### config.mk
export PLATFORM = sky130hd
export DESIGN_NAME = lslt_top
export DESIGN_NICKNAME = d
export VERILOG_FILES = /design/src/core/lslt_pkg.sv /design/src/core/lslt_if.sv /design/src/core/lslt_top.sv /design/src/core/lslt_trig.sv
export VERILOG_INCLUDE_DIRS = /design/src /design/src/core
export SDC_FILE = /design/constraint.sdc
export NUM_CORES = 1
export LEC_CHECK = 0
export ABC_AREA = 1
export BUFFER_PORTS_ARGS = -buffer_cell sky130_fd_sc_hd__buf_2
export CAP_MARGIN = 30
export CORE_MARGIN = 2
export CORE_UTILIZATION = 59
export CTS_CLUSTER_SIZE = 24
export DETAILED_ROUTE_END_ITERATION = 12
export PLACE_DENSITY = 0.85
export SLEW_MARGIN = 20
export SYNTH_ARGS = -nofsm -noshare
export SYNTH_HDL_FRONTEND = slang
export SYNTH_SLANG_ARGS = --single-unit
### constraint.sdc
create_clock -name sys_clk -period 2.2 [get_ports sys_clk]
set_input_delay 0.33 -clock sys_clk [delete_from_list [all_inputs] [get_ports sys_clk]]
set_output_delay 0.33 -clock sys_clk [all_outputs]
set_load 0.02 [all_outputs]
### src/core/lslt_map.svh
// Timing and encoding constants for the status lamp and trigger block
`ifndef LSLT_MAP_SVH
`define LSLT_MAP_SVH

// Clock rate in kHz, so cycles per millisecond
`define LSLT_CLK_KHZ 100000
// Pattern time base, one tick per millisecond
`define LSLT_TICK_MS 1
// Trigger debounce time in ms
`define LSLT_DEBOUNCE_MS 30
// Debounce count in ticks
`define LSLT_DEB_TICKS (`LSLT_DEBOUNCE_MS / `LSLT_TICK_MS)

// Short flash length, 40 ms
`define LSLT_SHORT_MS 6'h28
// Fast flash, 128 ms period, half on
`define LSLT_FAST_PER 13'h0080
`define LSLT_FAST_ON 13'h0040
// Blink, 512 ms period, half on
`define LSLT_BLINK_PER 13'h0200
`define LSLT_BLINK_ON 13'h0100
// Slow blink, 2048 ms period, half on
`define LSLT_SLOW_PER 13'h0800
`define LSLT_SLOW_ON 13'h0400
// Armed pattern, 1024 ms period, 922 ms on
`define LSLT_ARM_PER 13'h0400
`define LSLT_ARM_ON 13'h039A
// Rare flash, 4096 ms period, 64 ms on
`define LSLT_RARE_PER 13'h1000
`define LSLT_RARE_ON 13'h0040
// Running light step, 256 ms per lamp
`define LSLT_RUN_SH 8
// Error code slot, 256 ms per slot, 16 slots
`define LSLT_CODE_SH 8
// Open-drain trigger output level when driven
`define LSLT_TRIG_OUT_LVL 1'b0
// Accepted trigger level after reset (input pulled up)
`define LSLT_TRIG_IDLE 1'b1

`endif

### src/core/lslt_pkg.sv
// Types for the status lamp and trigger block
package lslt_pkg;

    // Major error code, value equals the yellow flash count
    typedef enum logic [2:0] {
        LSLT_ERR_NONE,
        LSLT_ERR_OVERRUN,
        LSLT_ERR_DISK_FULL,
        LSLT_ERR_CFG_BAD,
        LSLT_ERR_DISK,
        LSLT_ERR_OTHER
    } lslt_err_e;

    // Logging session control states
    typedef enum logic [1:0] {
        LSLT_LOG_IDLE,
        LSLT_LOG_RUN,
        LSLT_LOG_HOLD
    } lslt_log_e;

    typedef logic [12:0] lslt_ms_t;

endpackage

### src/core/lslt_if.sv
// Carrier between the lamp top and the trigger conditioner
`timescale 1ns/10ps
interface lslt_if;
    logic ce;
    logic tick;
    logic edge_rising;
    logic pulse_req;
    logic [7:0] pulse_len;
    logic fire;

    modport top (
        output ce,
        output tick,
        output edge_rising,
        output pulse_req,
        output pulse_len,
        input fire
    );
    modport trig (
        input ce,
        input tick,
        input edge_rising,
        input pulse_req,
        input pulse_len,
        output fire
    );
endinterface

### src/core/lslt_top.sv
// Status lamp patterns and trigger conditioning for a two-channel logger
`timescale 1ns/10ps
`include "lslt_map.svh"
// Summary of operation
// - Logger traffic gives channel lamp short flash
// - Error passive blinks channel, and red error in logger mode
// - Bus off blinks channel and red slowly in logger mode, both steady in interface mode
// - Error frame gives short yellow flash
// - Major error: red, going dark only during the coded yellow flashes
// - Armed: power lamp 90% on, 10% off
// - Actively logging: power lamp flashes
// - Stopped by trigger: power slow 50/50 blink
// - Tool communication: running light over lamps
// - Tool disk activity: error lamp blinks red
// - No disk and no USB in logger mode: all blink slowly
// - No USB communication: rare power flash only
// - Firmware config error: power flash, red steady
// - Trigger fires on the selected edge
// - Trigger pulses under 30 ms are ignored
// - Configurable pulse on the trigger output
// - Lamp pattern set follows operating mode
// - Interface mode: power steady, channel flashes
// - USB seen while logging: stop and close
// - Powered with valid disk: start logging
// - Interface mode waiting: power blinks slowly
module lslt_top
    import lslt_pkg::*;
#(
    parameter int unsigned TICK_CYC = `LSLT_TICK_MS * `LSLT_CLK_KHZ
) (
    input wire logic sys_clk,
    input wire logic reset_n,
    input wire logic clk_en,
    input wire logic logger_mode,
    input wire logic [1:0] can_rx_evt,
    input wire logic [1:0] can_tx_evt,
    input wire logic [1:0] err_passive,
    input wire logic [1:0] bus_off,
    input wire logic err_frame_evt,
    input wire logic [2:0] major_err_code,
    input wire logic log_armed,
    input wire logic log_active,
    input wire logic log_stopped,
    input wire logic tool_comm,
    input wire logic tool_disk_busy,
    input wire logic disk_missing,
    input wire logic usb_present,
    input wire logic usb_no_comm,
    input wire logic fw_cfg_err,
    input wire logic can_powered,
    input wire logic disk_ready,
    input wire logic trig_edge_rising,
    input wire logic trig_pin_in,
    input wire logic pulse_req,
    input wire logic [7:0] pulse_len_ms,
    output logic trig_fire,
    output logic trig_out_o,
    output logic trig_out_oe,
    output logic log_start,
    output logic log_stop_close,
    output logic logging_on,
    output logic power_status_lamp,
    output logic channel_one_lamp,
    output logic channel_two_lamp,
    output logic err_lamp_red,
    output logic err_lamp_yellow
);
    lslt_if lk ();

    // Time base
    logic [16:0] pre_r;
    logic tick;
    lslt_ms_t ms_r;

    // Short flash timers
    logic [2:0] flash_evt;
    logic [5:0] flash_r [3];
    logic [2:0] flash_on;

    // Lamp selection and drivers
    logic chan_base [2];
    logic [1:0] chan_nxt;
    logic [1:0] chan_r;
    logic pwr_nxt;
    logic pwr_r;
    logic red_nxt;
    logic red_r;
    logic yel_nxt;
    logic yel_r;

    // Pattern waves and indices
    logic w_fast;
    logic w_blink;
    logic w_slow;
    logic w_arm;
    logic w_rare;
    logic code_yel;
    logic [1:0] run_idx;
    logic [3:0] code_slot;
    logic [2:0] code_cnt;
    lslt_err_e err_code;

    // Logging session
    lslt_log_e log_r;
    logic start_r;
    logic stop_r;

    // True while ms phase within a period is below on time
    function automatic logic wave(
        input lslt_ms_t ms,
        input lslt_ms_t per,
        input lslt_ms_t on
    );
        wave = (ms & (per - 13'h0001)) < on;
    endfunction

    // Millisecond prescaler
    always_ff @(posedge sys_clk) begin
        if (!reset_n) begin
            pre_r <= 17'h00000;
        end else if (clk_en) begin
            if (tick) begin
                pre_r <= 17'h00000;
            end else begin
                pre_r <= pre_r + 17'h00001;
            end
        end
    end

    assign tick = (pre_r == 17'(TICK_CYC - 1));

    // Free-running pattern phase in ms
    always_ff @(posedge sys_clk) begin
        if (!reset_n) begin
            ms_r <= 13'h0000;
        end else if (clk_en && tick) begin
            ms_r <= ms_r + 13'h0001;
        end
    end

    // Pattern waveforms from the shared phase
    always_comb begin
        w_fast = wave(ms_r, `LSLT_FAST_PER, `LSLT_FAST_ON);
        w_blink = wave(ms_r, `LSLT_BLINK_PER, `LSLT_BLINK_ON);
        w_slow = wave(ms_r, `LSLT_SLOW_PER, `LSLT_SLOW_ON);
        w_arm = wave(ms_r, `LSLT_ARM_PER, `LSLT_ARM_ON);
        w_rare = wave(ms_r, `LSLT_RARE_PER, `LSLT_RARE_ON);
    end

    // Running light position, one lamp per step
    assign run_idx = ms_r[`LSLT_RUN_SH+1:`LSLT_RUN_SH];

    // Error code group: flash in even slots while count not reached
    assign code_slot = ms_r[`LSLT_CODE_SH+3:`LSLT_CODE_SH];
    assign err_code = lslt_err_e'(major_err_code);
    // Undefined codes above the last flash as other errors
    assign code_cnt = (err_code > LSLT_ERR_OTHER) ?
        3'(LSLT_ERR_OTHER) : major_err_code;
    assign code_yel = !code_slot[0] &&
        ({1'b0, code_slot[3:1]} < {1'b0, code_cnt});

    // Short flash sources: two channels of traffic and error frames
    assign flash_evt = {err_frame_evt, can_tx_evt | can_rx_evt};

    genvar g;
    // One retriggerable short flash timer per source
    for (g = 0; g < 3; g++) begin : g_flash
        always_ff @(posedge sys_clk) begin
            if (!reset_n) begin
                flash_r[g] <= 6'h00;
            end else if (clk_en) begin
                if (flash_evt[g]) begin
                    flash_r[g] <= `LSLT_SHORT_MS;
                end else if (tick && flash_r[g] != 6'h00) begin
                    flash_r[g] <= flash_r[g] - 6'h01;
                end
            end
        end
        assign flash_on[g] = (flash_r[g] != 6'h00);
    end

    // Per-channel lamp from bus state, then traffic
    for (g = 0; g < 2; g++) begin : g_chan
        always_comb begin
            if (bus_off[g]) begin
                // Logger blinks slowly, interface holds steady
                chan_base[g] = logger_mode ? w_slow : 1'b1;
            end else if (err_passive[g]) begin
                chan_base[g] = w_blink;
            end else begin
                chan_base[g] = flash_on[g];
            end
        end
    end

    // Lamp selection by priority
    always_comb begin
        pwr_nxt = 1'b0;
        chan_nxt = 2'b00;
        red_nxt = 1'b0;
        yel_nxt = 1'b0;
        if (fw_cfg_err) begin
            pwr_nxt = w_fast;
            red_nxt = 1'b1;
        end else if (tool_comm) begin
            // Lamps lit one after another
            pwr_nxt = (run_idx == 2'b00);
            chan_nxt = {run_idx == 2'b10, run_idx == 2'b01};
            red_nxt = (run_idx == 2'b11) ||
                (tool_disk_busy && w_blink);
        end else if (tool_disk_busy && usb_present) begin
            // Host disk work: power on, red blinks
            pwr_nxt = 1'b1;
            red_nxt = w_blink;
        end else if (disk_missing && !usb_present && logger_mode) begin
            // No disk and no host: all lamps slow
            pwr_nxt = w_slow;
            chan_nxt = {w_slow, w_slow};
            red_nxt = w_slow;
        end else if (usb_no_comm) begin
            // Host silent: rare power flash only
            pwr_nxt = w_rare;
        end else if (!logger_mode) begin
            // Interface mode set
            pwr_nxt = usb_present ? 1'b1 : w_slow;
            chan_nxt = {chan_base[1], chan_base[0]};
            red_nxt = |bus_off;
            yel_nxt = flash_on[2] && !(|bus_off);
        end else begin
            // Logger mode: logging status on the power lamp
            if (log_armed) begin
                pwr_nxt = w_arm;
            end else if (log_active) begin
                pwr_nxt = w_fast;
            end else if (log_stopped) begin
                pwr_nxt = w_slow;
            end
            chan_nxt = {chan_base[1], chan_base[0]};
            // Error lamp: major code over bus state over frames
            if (err_code != LSLT_ERR_NONE) begin
                red_nxt = !code_yel;
                yel_nxt = code_yel;
            end else if (|bus_off) begin
                red_nxt = w_slow;
            end else if (|err_passive) begin
                red_nxt = w_blink;
            end else begin
                yel_nxt = flash_on[2];
            end
        end
    end

    // Registered power and channel lamps
    always_ff @(posedge sys_clk) begin
        if (!reset_n) begin
            pwr_r <= 1'b0;
            chan_r <= 2'b00;
        end else if (clk_en) begin
            pwr_r <= pwr_nxt;
            chan_r <= chan_nxt;
        end
    end

    // Registered bicolour error lamp
    always_ff @(posedge sys_clk) begin
        if (!reset_n) begin
            red_r <= 1'b0;
            yel_r <= 1'b0;
        end else if (clk_en) begin
            red_r <= red_nxt;
            yel_r <= yel_nxt;
        end
    end

    // Logging session start and orderly stop
    always_ff @(posedge sys_clk) begin
        if (!reset_n) begin
            log_r <= LSLT_LOG_IDLE;
            start_r <= 1'b0;
            stop_r <= 1'b0;
        end else if (clk_en) begin
            start_r <= 1'b0;
            stop_r <= 1'b0;
            case (log_r)
                LSLT_LOG_IDLE: begin
                    if (logger_mode && can_powered && disk_ready &&
                        !usb_present) begin
                        log_r <= LSLT_LOG_RUN;
                        start_r <= 1'b1;
                    end
                end
                LSLT_LOG_RUN: begin
                    if (usb_present) begin
                        log_r <= LSLT_LOG_HOLD;
                        stop_r <= 1'b1;
                    end else if (!can_powered || !logger_mode) begin
                        log_r <= LSLT_LOG_IDLE;
                    end
                end
                LSLT_LOG_HOLD: begin
                    // Wait until the host lets go
                    if (!usb_present) begin
                        log_r <= LSLT_LOG_IDLE;
                    end
                end
                default: begin
                    log_r <= LSLT_LOG_IDLE;
                end
            endcase
        end
    end

    // Trigger conditioner hookup
    assign lk.ce = clk_en;
    assign lk.tick = tick;
    assign lk.edge_rising = trig_edge_rising;
    assign lk.pulse_req = pulse_req;
    assign lk.pulse_len = pulse_len_ms;

    lslt_trig u_trig (
        .sys_clk(sys_clk),
        .reset_n(reset_n),
        .trig_pin_in(trig_pin_in),
        .trig_out_oe(trig_out_oe),
        .lk(lk.trig)
    );

    // Trigger outputs
    assign trig_fire = lk.fire;
    assign trig_out_o = `LSLT_TRIG_OUT_LVL;

    // Logging session outputs
    assign log_start = start_r;
    assign log_stop_close = stop_r;
    assign logging_on = (log_r == LSLT_LOG_RUN);

    // Lamp outputs
    assign power_status_lamp = pwr_r;
    assign channel_one_lamp = chan_r[0];
    assign channel_two_lamp = chan_r[1];
    assign err_lamp_red = red_r;
    assign err_lamp_yellow = yel_r;
endmodule

### src/core/lslt_trig.sv
// Trigger input debounce, edge select and pulse output
`timescale 1ns/10ps
`include "lslt_map.svh"
module lslt_trig (
    input wire logic sys_clk,
    input wire logic reset_n,
    input wire logic trig_pin_in,
    output logic trig_out_oe,
    lslt_if.trig lk
);
    logic sync1_r;
    logic sync2_r;
    logic lvl_r;
    logic [5:0] deb_r;
    logic fire_r;
    logic [7:0] pulse_r;

    // Two-stage synchroniser on the pin
    always_ff @(posedge sys_clk) begin
        if (!reset_n) begin
            sync1_r <= `LSLT_TRIG_IDLE;
            sync2_r <= `LSLT_TRIG_IDLE;
        end else if (lk.ce) begin
            sync1_r <= trig_pin_in;
            sync2_r <= sync1_r;
        end
    end

    // Level must differ for the full debounce time
    always_ff @(posedge sys_clk) begin
        if (!reset_n) begin
            deb_r <= 6'h00;
            lvl_r <= `LSLT_TRIG_IDLE;
            fire_r <= 1'b0;
        end else if (lk.ce) begin
            fire_r <= 1'b0;
            if (sync2_r == lvl_r) begin
                deb_r <= 6'h00;
            end else if (lk.tick) begin
                if (deb_r == 6'(`LSLT_DEB_TICKS - 1)) begin
                    deb_r <= 6'h00;
                    lvl_r <= sync2_r;
                    fire_r <= (sync2_r == lk.edge_rising);
                end else begin
                    deb_r <= deb_r + 6'h01;
                end
            end
        end
    end

    // Output pulse, length in ms ticks
    always_ff @(posedge sys_clk) begin
        if (!reset_n) begin
            pulse_r <= 8'h00;
        end else if (lk.ce) begin
            if (lk.pulse_req) begin
                pulse_r <= lk.pulse_len;
            end else if (lk.tick && pulse_r != 8'h00) begin
                pulse_r <= pulse_r - 8'h01;
            end
        end
    end

    assign lk.fire = fire_r;
    assign trig_out_oe = (pulse_r != 8'h00);
endmodule

==> Yosys cells after proc, flatten, opt, wreduce, memory -nomap -nowiden <==
Memory sizes are Yosys's and may differ from the RTL's.
Index checks and enable logic that the tools add are counted.
{ "word_totals": {"word_cells": 178, "ram_bits": 18, "out_inout_bits": 11, "mem_count": 1, "ff_bits": 57} }
{ "mem_list": {"columns": ["memory", "words", "width", "rd", "rd_clocked_by_memory_dff", "write_ports", "line_no", "rtl"], "rows": [
  ["flash_r", 3, 6, 3, 0, 3, "lslt_top.sv:77", "logic [5:0] flash_r [3];"]
]} }
{ "op_classes": {"bitwise": 8, "reduce_logical": 37, "n_addsub": 7, "n_mux": 91, "eq_ne": 12, "order_cmp": 7} }
{ "ops": {"columns": ["op", "n"], "rows": [
  ["$mux W1", 68],
  ["$mux W6", 9],
  ["$mux W2", 9],
  ["$reduce_bool A6 Y1", 3],
  ["$sub A6 B1 Y6 const B", 3],
  ["$add A17 B1 Y17 const B", 1],
  ["$eq A17 B17 Y1 const B", 1],
  ["$mux W17", 1],
  ["$mux W8", 2],
  ["$logic_and A1 B1 Y1", 14],
  ["$add A13 B1 Y13 const B", 1],
  ["$lt A12 B7 Y1 const B", 1],
  ["$lt A11 B11 Y1 const B", 1],
  ["$lt A10 B10 Y1 const B", 1],
  ["$lt A9 B9 Y1 const B", 1],
  ["$reduce_and A4 Y1", 2],
  ["$reduce_bool A8 Y1", 1],
  ["$sub A8 B1 Y8 const B", 1],
  ["$lt A7 B7 Y1 const B", 1],
  ["$add A6 B1 Y6 const B", 1],
  ["$eq A2 B2 Y1 const B", 3],
  ["$eq A6 B5 Y1 const B", 1],
  ["$logic_not A1 Y1", 6],
  ["$or A1 B1 Y1", 6],
  ["other kinds (16)", 24]
]} }

==> Longest topological paths before layout <==
Gate-level depths: netlist (run 1).
{ "depth": {"word_depth": 12, "depth_mapped": 15} }

==> By module <==
A second synthesis (run 1) with hierarchy kept.
{ "hier_totals": {"cells_unflattened": 646, "area_unflattened_um2": 4465.5} }
{ "modules_own_cells": {"columns": ["module", "area_per_inst_um2", "n_inst", "cells_per_inst"], "rows": [
  ["lslt_top", 3398.3, 1, 484],
  ["lslt_trig", 1067.3, 1, 162]
]} }

==> Least setup slack after synthesis (run 1) <==
No wires, ideal clock.
{ "synth_timing": {"path_kind": "register to register", "startpoint": "register pre_r[0]", "endpoint": "memory flash_r[1][0] (enable)", "setup_slack_ps": 389, "stages_incl_launch_ff": 8, "path_buffers": 0, "period_less_slack_ps": 1811, "setup_ps": 326, "required_time_ps": 1874, "arrival_time_ps": 1485, "cell_sequence": "dfxtp_1 > ha_1 > inv_1 > nor2_1 > nand3_2 > inv_2 > nand4_1 > nand3b_1"} }
{ "synth_lines": {"columns": ["item", "line_no", "rtl"], "rows": [
  ["from (decl)", "lslt_top.sv:71", "logic [16:0] pre_r;"],
  ["from (signal assigned)", "lslt_top.sv:125", "pre_r <= pre_r + 17'h00001;"],
  ["to (decl)", "lslt_top.sv:77", null]
]} }

==> Worst setup path in the final report (run 1) <==
{ "layout_timing": {"startpoint": "register u_trig.pulse_r[0]", "endpoint": "output trig_out_oe"} }
{ "layout_between": {"elab_chain_len": 1} }
{ "layout_rtl": {"columns": ["item", "line_no", "rtl"], "rows": [
  ["from (decl)", "lslt_trig.sv:16", "logic [7:0] pulse_r;"],
  ["from (signal assigned)", "lslt_trig.sv:57", "pulse_r <= lk.pulse_len;"],
  ["from (signal assigned)", "lslt_trig.sv:59", "pulse_r <= pulse_r - 8'h01;"],
  ["$reduce_bool A8 Y1", "lslt_trig.sv:65", "assign trig_out_oe = (pulse_r != 8'h00);"],
  ["to (decl)", "lslt_top.sv:58", "output logic trig_out_oe,"]
]} }
No other way between the ends.

==> out/results.ini, run 1 <==
[outcome]
status=finished, final reports clean

[timing]
max_freq_mhz=479
final-max-slew-violation-count=0
finalSetupViolCount=0
period_share_pct=95.0
period_needed_ns=2.09
hold_viol_final=0
finalClockSkew_ns=0.00638

[yosys]
synth_most_common_cell=nand2_1
yosys-top-cells-area=dfxtp_1 26%, edfxtp_1 13%, nand2_1 12%
synth-edff-count=18
ys_ff_latch=74
synth_cell_type_count=41
synth_ff_type=dfxtp_1
synth.avg_cell_area_um2=6.96
syn-num-nets=669
synthTopCellsByCount=138 x nand2_1, 91 x nor2_1, 82 x inv_1
syn-cell-area_mm2=0.00430
synth_area_leader_cell=dfxtp_1
yosysWarnings=0
ys_async_sr_fraction_pct=0
yosysSeqAreaShare_pct=38.6
syn_inst=618
yosysTopAreaCellShare_pct=26.1

[route]
drt-wirelength-per-cell_um=12.7
drt-initial-drc-count=202
routed_wl_mm=9.79
first_pass_iters=5
ant_nets=0
dr_total_vias=4130
via_per_inst=5.34
drc_errors=0

[global_routing]
grt_pass1_vias=3776
globalRouteOverflowTotal=0
gr-usage-all-layers_pct=25.2
grt_start_max_net_pins=27
grt_pass1_wl_mm=15.8
antenna_found_initial=0

[die]
fp.dieW_um=89.4
rows=31
start_util_pct=60.0
io_pins=49
core_mm2=0.00718
dieArea_mm2=0.00799
die_h_um=89.4

[power]
p_leak_uw=0.00210
power.total_uw=3090
ir_drop_mv=0.422
power.density_mw_per_mm2=632

[worst_setup_path]
start_kind=register
crit_path_end=trig_out_oe
critPathLaunch=u_trig.pulse_r[0]
crit_path_end_kind=primary output
arrival_ns=1.76
reg2reg_slack_ns=0.21
reg2reg_depth=7
r2r_end=flash_r[0][1]
path_class=register to primary output
cp.required_ns=1.87
r2r-start=pre_r[0]
path_max_fanout=4

[clock_network]
clkLatencyLatePin_ns=0.36
postCtsHoldBufs=0
htreeDepth=3
cts_sinks=74
clk_pin_slew_ns=0.08
numCtsBuffers=9
cts_tree=yes
cts_buffer_depth=2
cts.root.buffer_cell=clkbuf_8

[run]
drv_cap=0

[placement]
dp_hpwl_mm=7.20
place_congestion=0.899
portBuffers=47

[final_layout]
antennaDiodeCount=0
nets=720
fin_util_pct=68.1
layout-drive-gt1-share_pct=12.6
syn_to_final_growth_pct=13.6

[worst_hold_path]
hp-class=input pin to register
min_path_cells=3

-- registers in the layout, summed over array words and instances, names as in the netlist --
signal and count:
u_trig.sync2_r 1, log_start 1, u_trig.sync1_r 1, err_lamp_red 1, chan_r 2, flash_r 18
err_lamp_yellow 1, pre_r 17, u_trig.lvl_r 1, u_trig.deb_r 6, ms_r 12, log_stop_close 1
u_trig.lk.fire 1, power_status_lamp 1, u_trig.pulse_r 8, log_r 2
-- layout make-up --
cell class | count | area (µm²)
clock buffer | 13 | 201
clock inverter | 3 | 40.0
fill | 597 | 2290
inverter | 84 | 315
multi-input combinational | 447 | 2260
sequential | 74 | 1660
tap | 99 | 124
timing repair buffer | 53 | 280
-- logic make-up after synthesis --
kind of cell / Yosys count / share of synthesized area [%]
AND/OR/NAND/NOR: 325 / 33.3
buffers and inverters: 97 / 9.04
AO/OA/AOI/OAI: 83 / 10.1
flip-flops: 74 / 38.6
XOR/XNOR: 25 / 5.09
adder cells (fa/ha/maj): 13 / 3.78
other: 1 / 0.0872
-- cell usage in the layout (no fill, tap or decap), drive strengths merged, types with 2 or more instances in the layout --
cell	count
a21oi	45
and3	2
buf	53
clkbuf	13
clkinv	3
dfxtp	56
edfxtp	18
ha	13
inv	83
nand2	141
nand3	36
nand3b	3
nand4	15
nor2	93
nor3	18
nor3b	2
nor4	6
o211ai	2
o21ai	30
o21bai	2
or2	6
or3	2
xnor2	7
xor2	18
-- through the flow --
step / setup WS [ns] / hold slack (ns) / area [µm²] / instances / setup TNS, ns
3_5_place_dp: 0.268 / 0.458 / 4630 / 757 / 0
3_3_place_gp: 0.297 / 0.440 / 4630 / 757 / 0
4_1_cts: 0.0568 / 0.182 / 4870 / 773 / 0
6_report: 0.110 / 0.182 / 4890 / 773 / 0
5_1_grt: -0.0106 / 0.191 / 4890 / 773 / -0.0106
2_1_floorplan: 0.389 / 0.429 / 4300 / 618 / 0
-- layer usage --
metal  global-route usage (%)  wire length (µm)
met5                        0                 0
met4                     11.4               244
met3                     3.88               417
met2                     44.8              4790
met1                     30.0              4330
-- power breakdown --
group	internal (µW)	switching [µW]	leakage (µW)
Clock	720	514	0.000126
Combinational	149	226	0.00133
Sequential	1440	39.8	0.000639
-- what timing repair did --
| action | 4_1_cts | 5_1_grt |
|---|---|---|
| buffers inserted | 0 | 0 |
| setup endpoints to repair | 0 | 1 |
| gates resized for setup | 0 | 2 |
-- worst min path at each step --
stage                     slack, ns       startpoint               to
after floorplan                0.43   u_trig.sync1_r   u_trig.sync1_r
after global placement         0.44   u_trig.sync1_r   u_trig.sync1_r
after detailed placement       0.46  err_lamp_yellow  err_lamp_yellow
after CTS                      0.18      trig_pin_in   u_trig.sync1_r
after global routing           0.19      trig_pin_in   u_trig.sync1_r
final                          0.18      trig_pin_in   u_trig.sync1_r
-- critical path, cell delays in order (launching register included) --
cell and delay, ns:
dfxtp_1 0.33, inv_1 0.12, ha_4 0.16, nand2_1 0.06
nor2_2 0.10, nand2_1 0.09, or3_4 0.37, buf_2 0.17
Power figures use the tool's default switching activity.
==> run 2, diff against run 1 <==
--- a/config.mk
+++ b/config.mk
@@ -14,6 +14,7 @@
 export CTS_CLUSTER_SIZE = 24
 export DETAILED_ROUTE_END_ITERATION = 12
 export PLACE_DENSITY = 0.85
+export RECOVER_POWER = 100
 export SLEW_MARGIN = 20
 export SYNTH_ARGS = -nofsm -noshare
 export SYNTH_HDL_FRONTEND = slang
==> run 2 against run 1 <==
Register-to-register slack lost 0.03 ns. Die area is the same. Sequential share of layout area grew 0.26 points. Worst setup slack lost 0.00053 ns. Combinational power shrank 1%. Critical path type unchanged. Critical endpoint unchanged.
==> out/results.ini, run 2 (same netlist as run 1, synthesis figures left out) <==
[worst_setup_path]
start_kind=register
arrival_ns=1.76  ; about the same
path_max_fanout=4  ; unchanged
path_class=register to primary output
cp.required_ns=1.87  ; about the same
crit_path_end_kind=primary output
reg2reg_depth=9  ; +2

[die]
io_pins=49  ; unchanged
die_h_um=89.4  ; unchanged
dieArea_mm2=0.00799  ; unchanged
core_mm2=0.00718  ; unchanged
start_util_pct=60.0  ; unchanged
fp.dieW_um=89.4  ; unchanged
rows=31  ; unchanged

[outcome]
status=finished, final reports clean

[global_routing]
grtUsageMet3_pct=3.88  ; unchanged
globalRouteOverflowTotal=0  ; unchanged
grt_pass1_wl_mm=15.8  ; unchanged
use_met1_pct=30.0  ; unchanged
antenna_found_initial=0  ; unchanged
grt_pass1_vias=3776  ; unchanged
busiest_layer=met2
gr-usage-all-layers_pct=25.2  ; unchanged
use_met2_pct=44.8  ; unchanged
grt_start_max_net_pins=27  ; unchanged

[timing]
worst_pin_slew_ns=0.553
finalClockSkew_ns=0.00658  ; +0.000192 ns
hold_viol_final=0  ; unchanged
max_freq_mhz=478  ; about the same
tns_ns=0  ; unchanged
final-max-slew-violation-count=0  ; unchanged
period_needed_ns=2.09  ; +0.000529 ns
finalSetupViolCount=0  ; unchanged
relSlewSlack_pct=63.1
period_share_pct=95.0  ; about the same
fin_ws_ns=0.110  ; -0.000529 ns

[power]
power.density_mw_per_mm2=637  ; +0.76%
p_leak_uw=0.00204  ; -2.6%
ir_drop_mv=0.398  ; -5.6%
power.total_uw=3090  ; about the same

[final_layout]
largest_register_ff_count=18  ; unchanged
antennaDiodeCount=0  ; unchanged
final_cells=773  ; unchanged
registers.top_by_ff_count=flash_r
final_common_cell=nand2_1
top_regs=flash_r (18), pre_r (17), ms_r (12)
fin_util_pct=67.6  ; -0.52 points
layout-drive-gt1-share_pct=10.2  ; -2.4 points
final_cell_mix=140 x nand2_1, 91 x nor2_1, 82 x inv_1
nets=720  ; unchanged
syn_to_final_growth_pct=12.7

[clock_network]
cts.root.buffer_cell=clkbuf_8
clkLatencyLatePin_ns=0.36  ; about the same
clk_pin_slew_ns=0.08  ; about the same
cts_tree=yes
cts_sinks=74  ; unchanged
postCtsHoldBufs=0  ; unchanged
cts_buffer_depth=2  ; unchanged
numCtsBuffers=9  ; unchanged
htreeDepth=3  ; unchanged

[worst_hold_path]
min_path_cells=3  ; unchanged
hp-class=input pin to register

[placement]
portBuffers=47  ; unchanged
dp.cells=757  ; unchanged
dp_hpwl_mm=7.20  ; unchanged
place_ws_ns=0.268  ; unchanged
place_congestion=0.899  ; unchanged

[route]
dr_total_vias=4098  ; -0.77%
drc_errors=0  ; unchanged
routed_wl_mm=9.81  ; +0.22%
drt-initial-drc-count=212  ; +5.0%
drt-wirelength-per-cell_um=12.7  ; +0.22%
ant_nets=0  ; unchanged
via_per_inst=5.30  ; -0.77%
first_pass_iters=7  ; +2

[run]
drv_cap=0  ; unchanged

-- run 2: cell types whose count changed in the layout (fill, tap and decap cells not counted), sizes merged --
| cell | change |
|---|---|
| buf | -14 |
| clkbuf | +14 |
-- run 2: worst max-delay path: stages, from the launching register on --
cell and delay [ns]:
dfxtp_1 0.33, inv_1 0.12, ha_4 0.16, nand2_1 0.06
nor2_2 0.10, nand2_1 0.09, or3_4 0.37, buf_2 0.17
-- run 2: layer usage --
metal | share of wire, % | vias to the layer above
met1 | 44 | 1874
met2 | 49 | 104
li1 | - | 2095
met4 | 2.5 | 0
met5 | 0 | -
met3 | 4.3 | 25
-- run 2: power breakdown --
group / internal, µW / switching (µW)
Sequential: 1440 / 39.9
Clock: 720 / 517
Combinational: 145 / 226
-- run 2: repair_timing --
item                                   in CTS  in global routing
endpoints found under the hold margin       0                  0
setup endpoints to repair                   0                  1
buffers inserted                            0                  0
gates resized for setup                     0                  2
-- run 2: stage by stage --
stage          cell area, µm²  hold WS [ns]
6_report                 4850         0.182
3_5_place_dp             4630         0.458
4_1_cts                  4870         0.182
3_3_place_gp             4630         0.440
2_1_floorplan            4300         0.429
5_1_grt                  4850         0.191
-- run 2: final timing paths --
kind / startpoint / end / slack [ns]
worst max register to register: pre_r[0] / u_trig.pulse_r[7] / 0.18
worst max-delay path: u_trig.pulse_r[0] / trig_out_oe / 0.11
worst min-delay path: trig_pin_in / u_trig.sync1_r / 0.18
worst min register to register: err_lamp_yellow / err_lamp_yellow / 0.48
-- run 2: cell type report --
type | instances | area, µm²
Tap cell | 99 | 124
Inverter | 84 | 315
Clock buffer | 13 | 201
Sequential cell | 74 | 1660
Clock inverter | 3 | 40.0
Multi-Input combinational cell | 447 | 2250
Timing Repair Buffer | 53 | 253
Fill cell | 607 | 2330
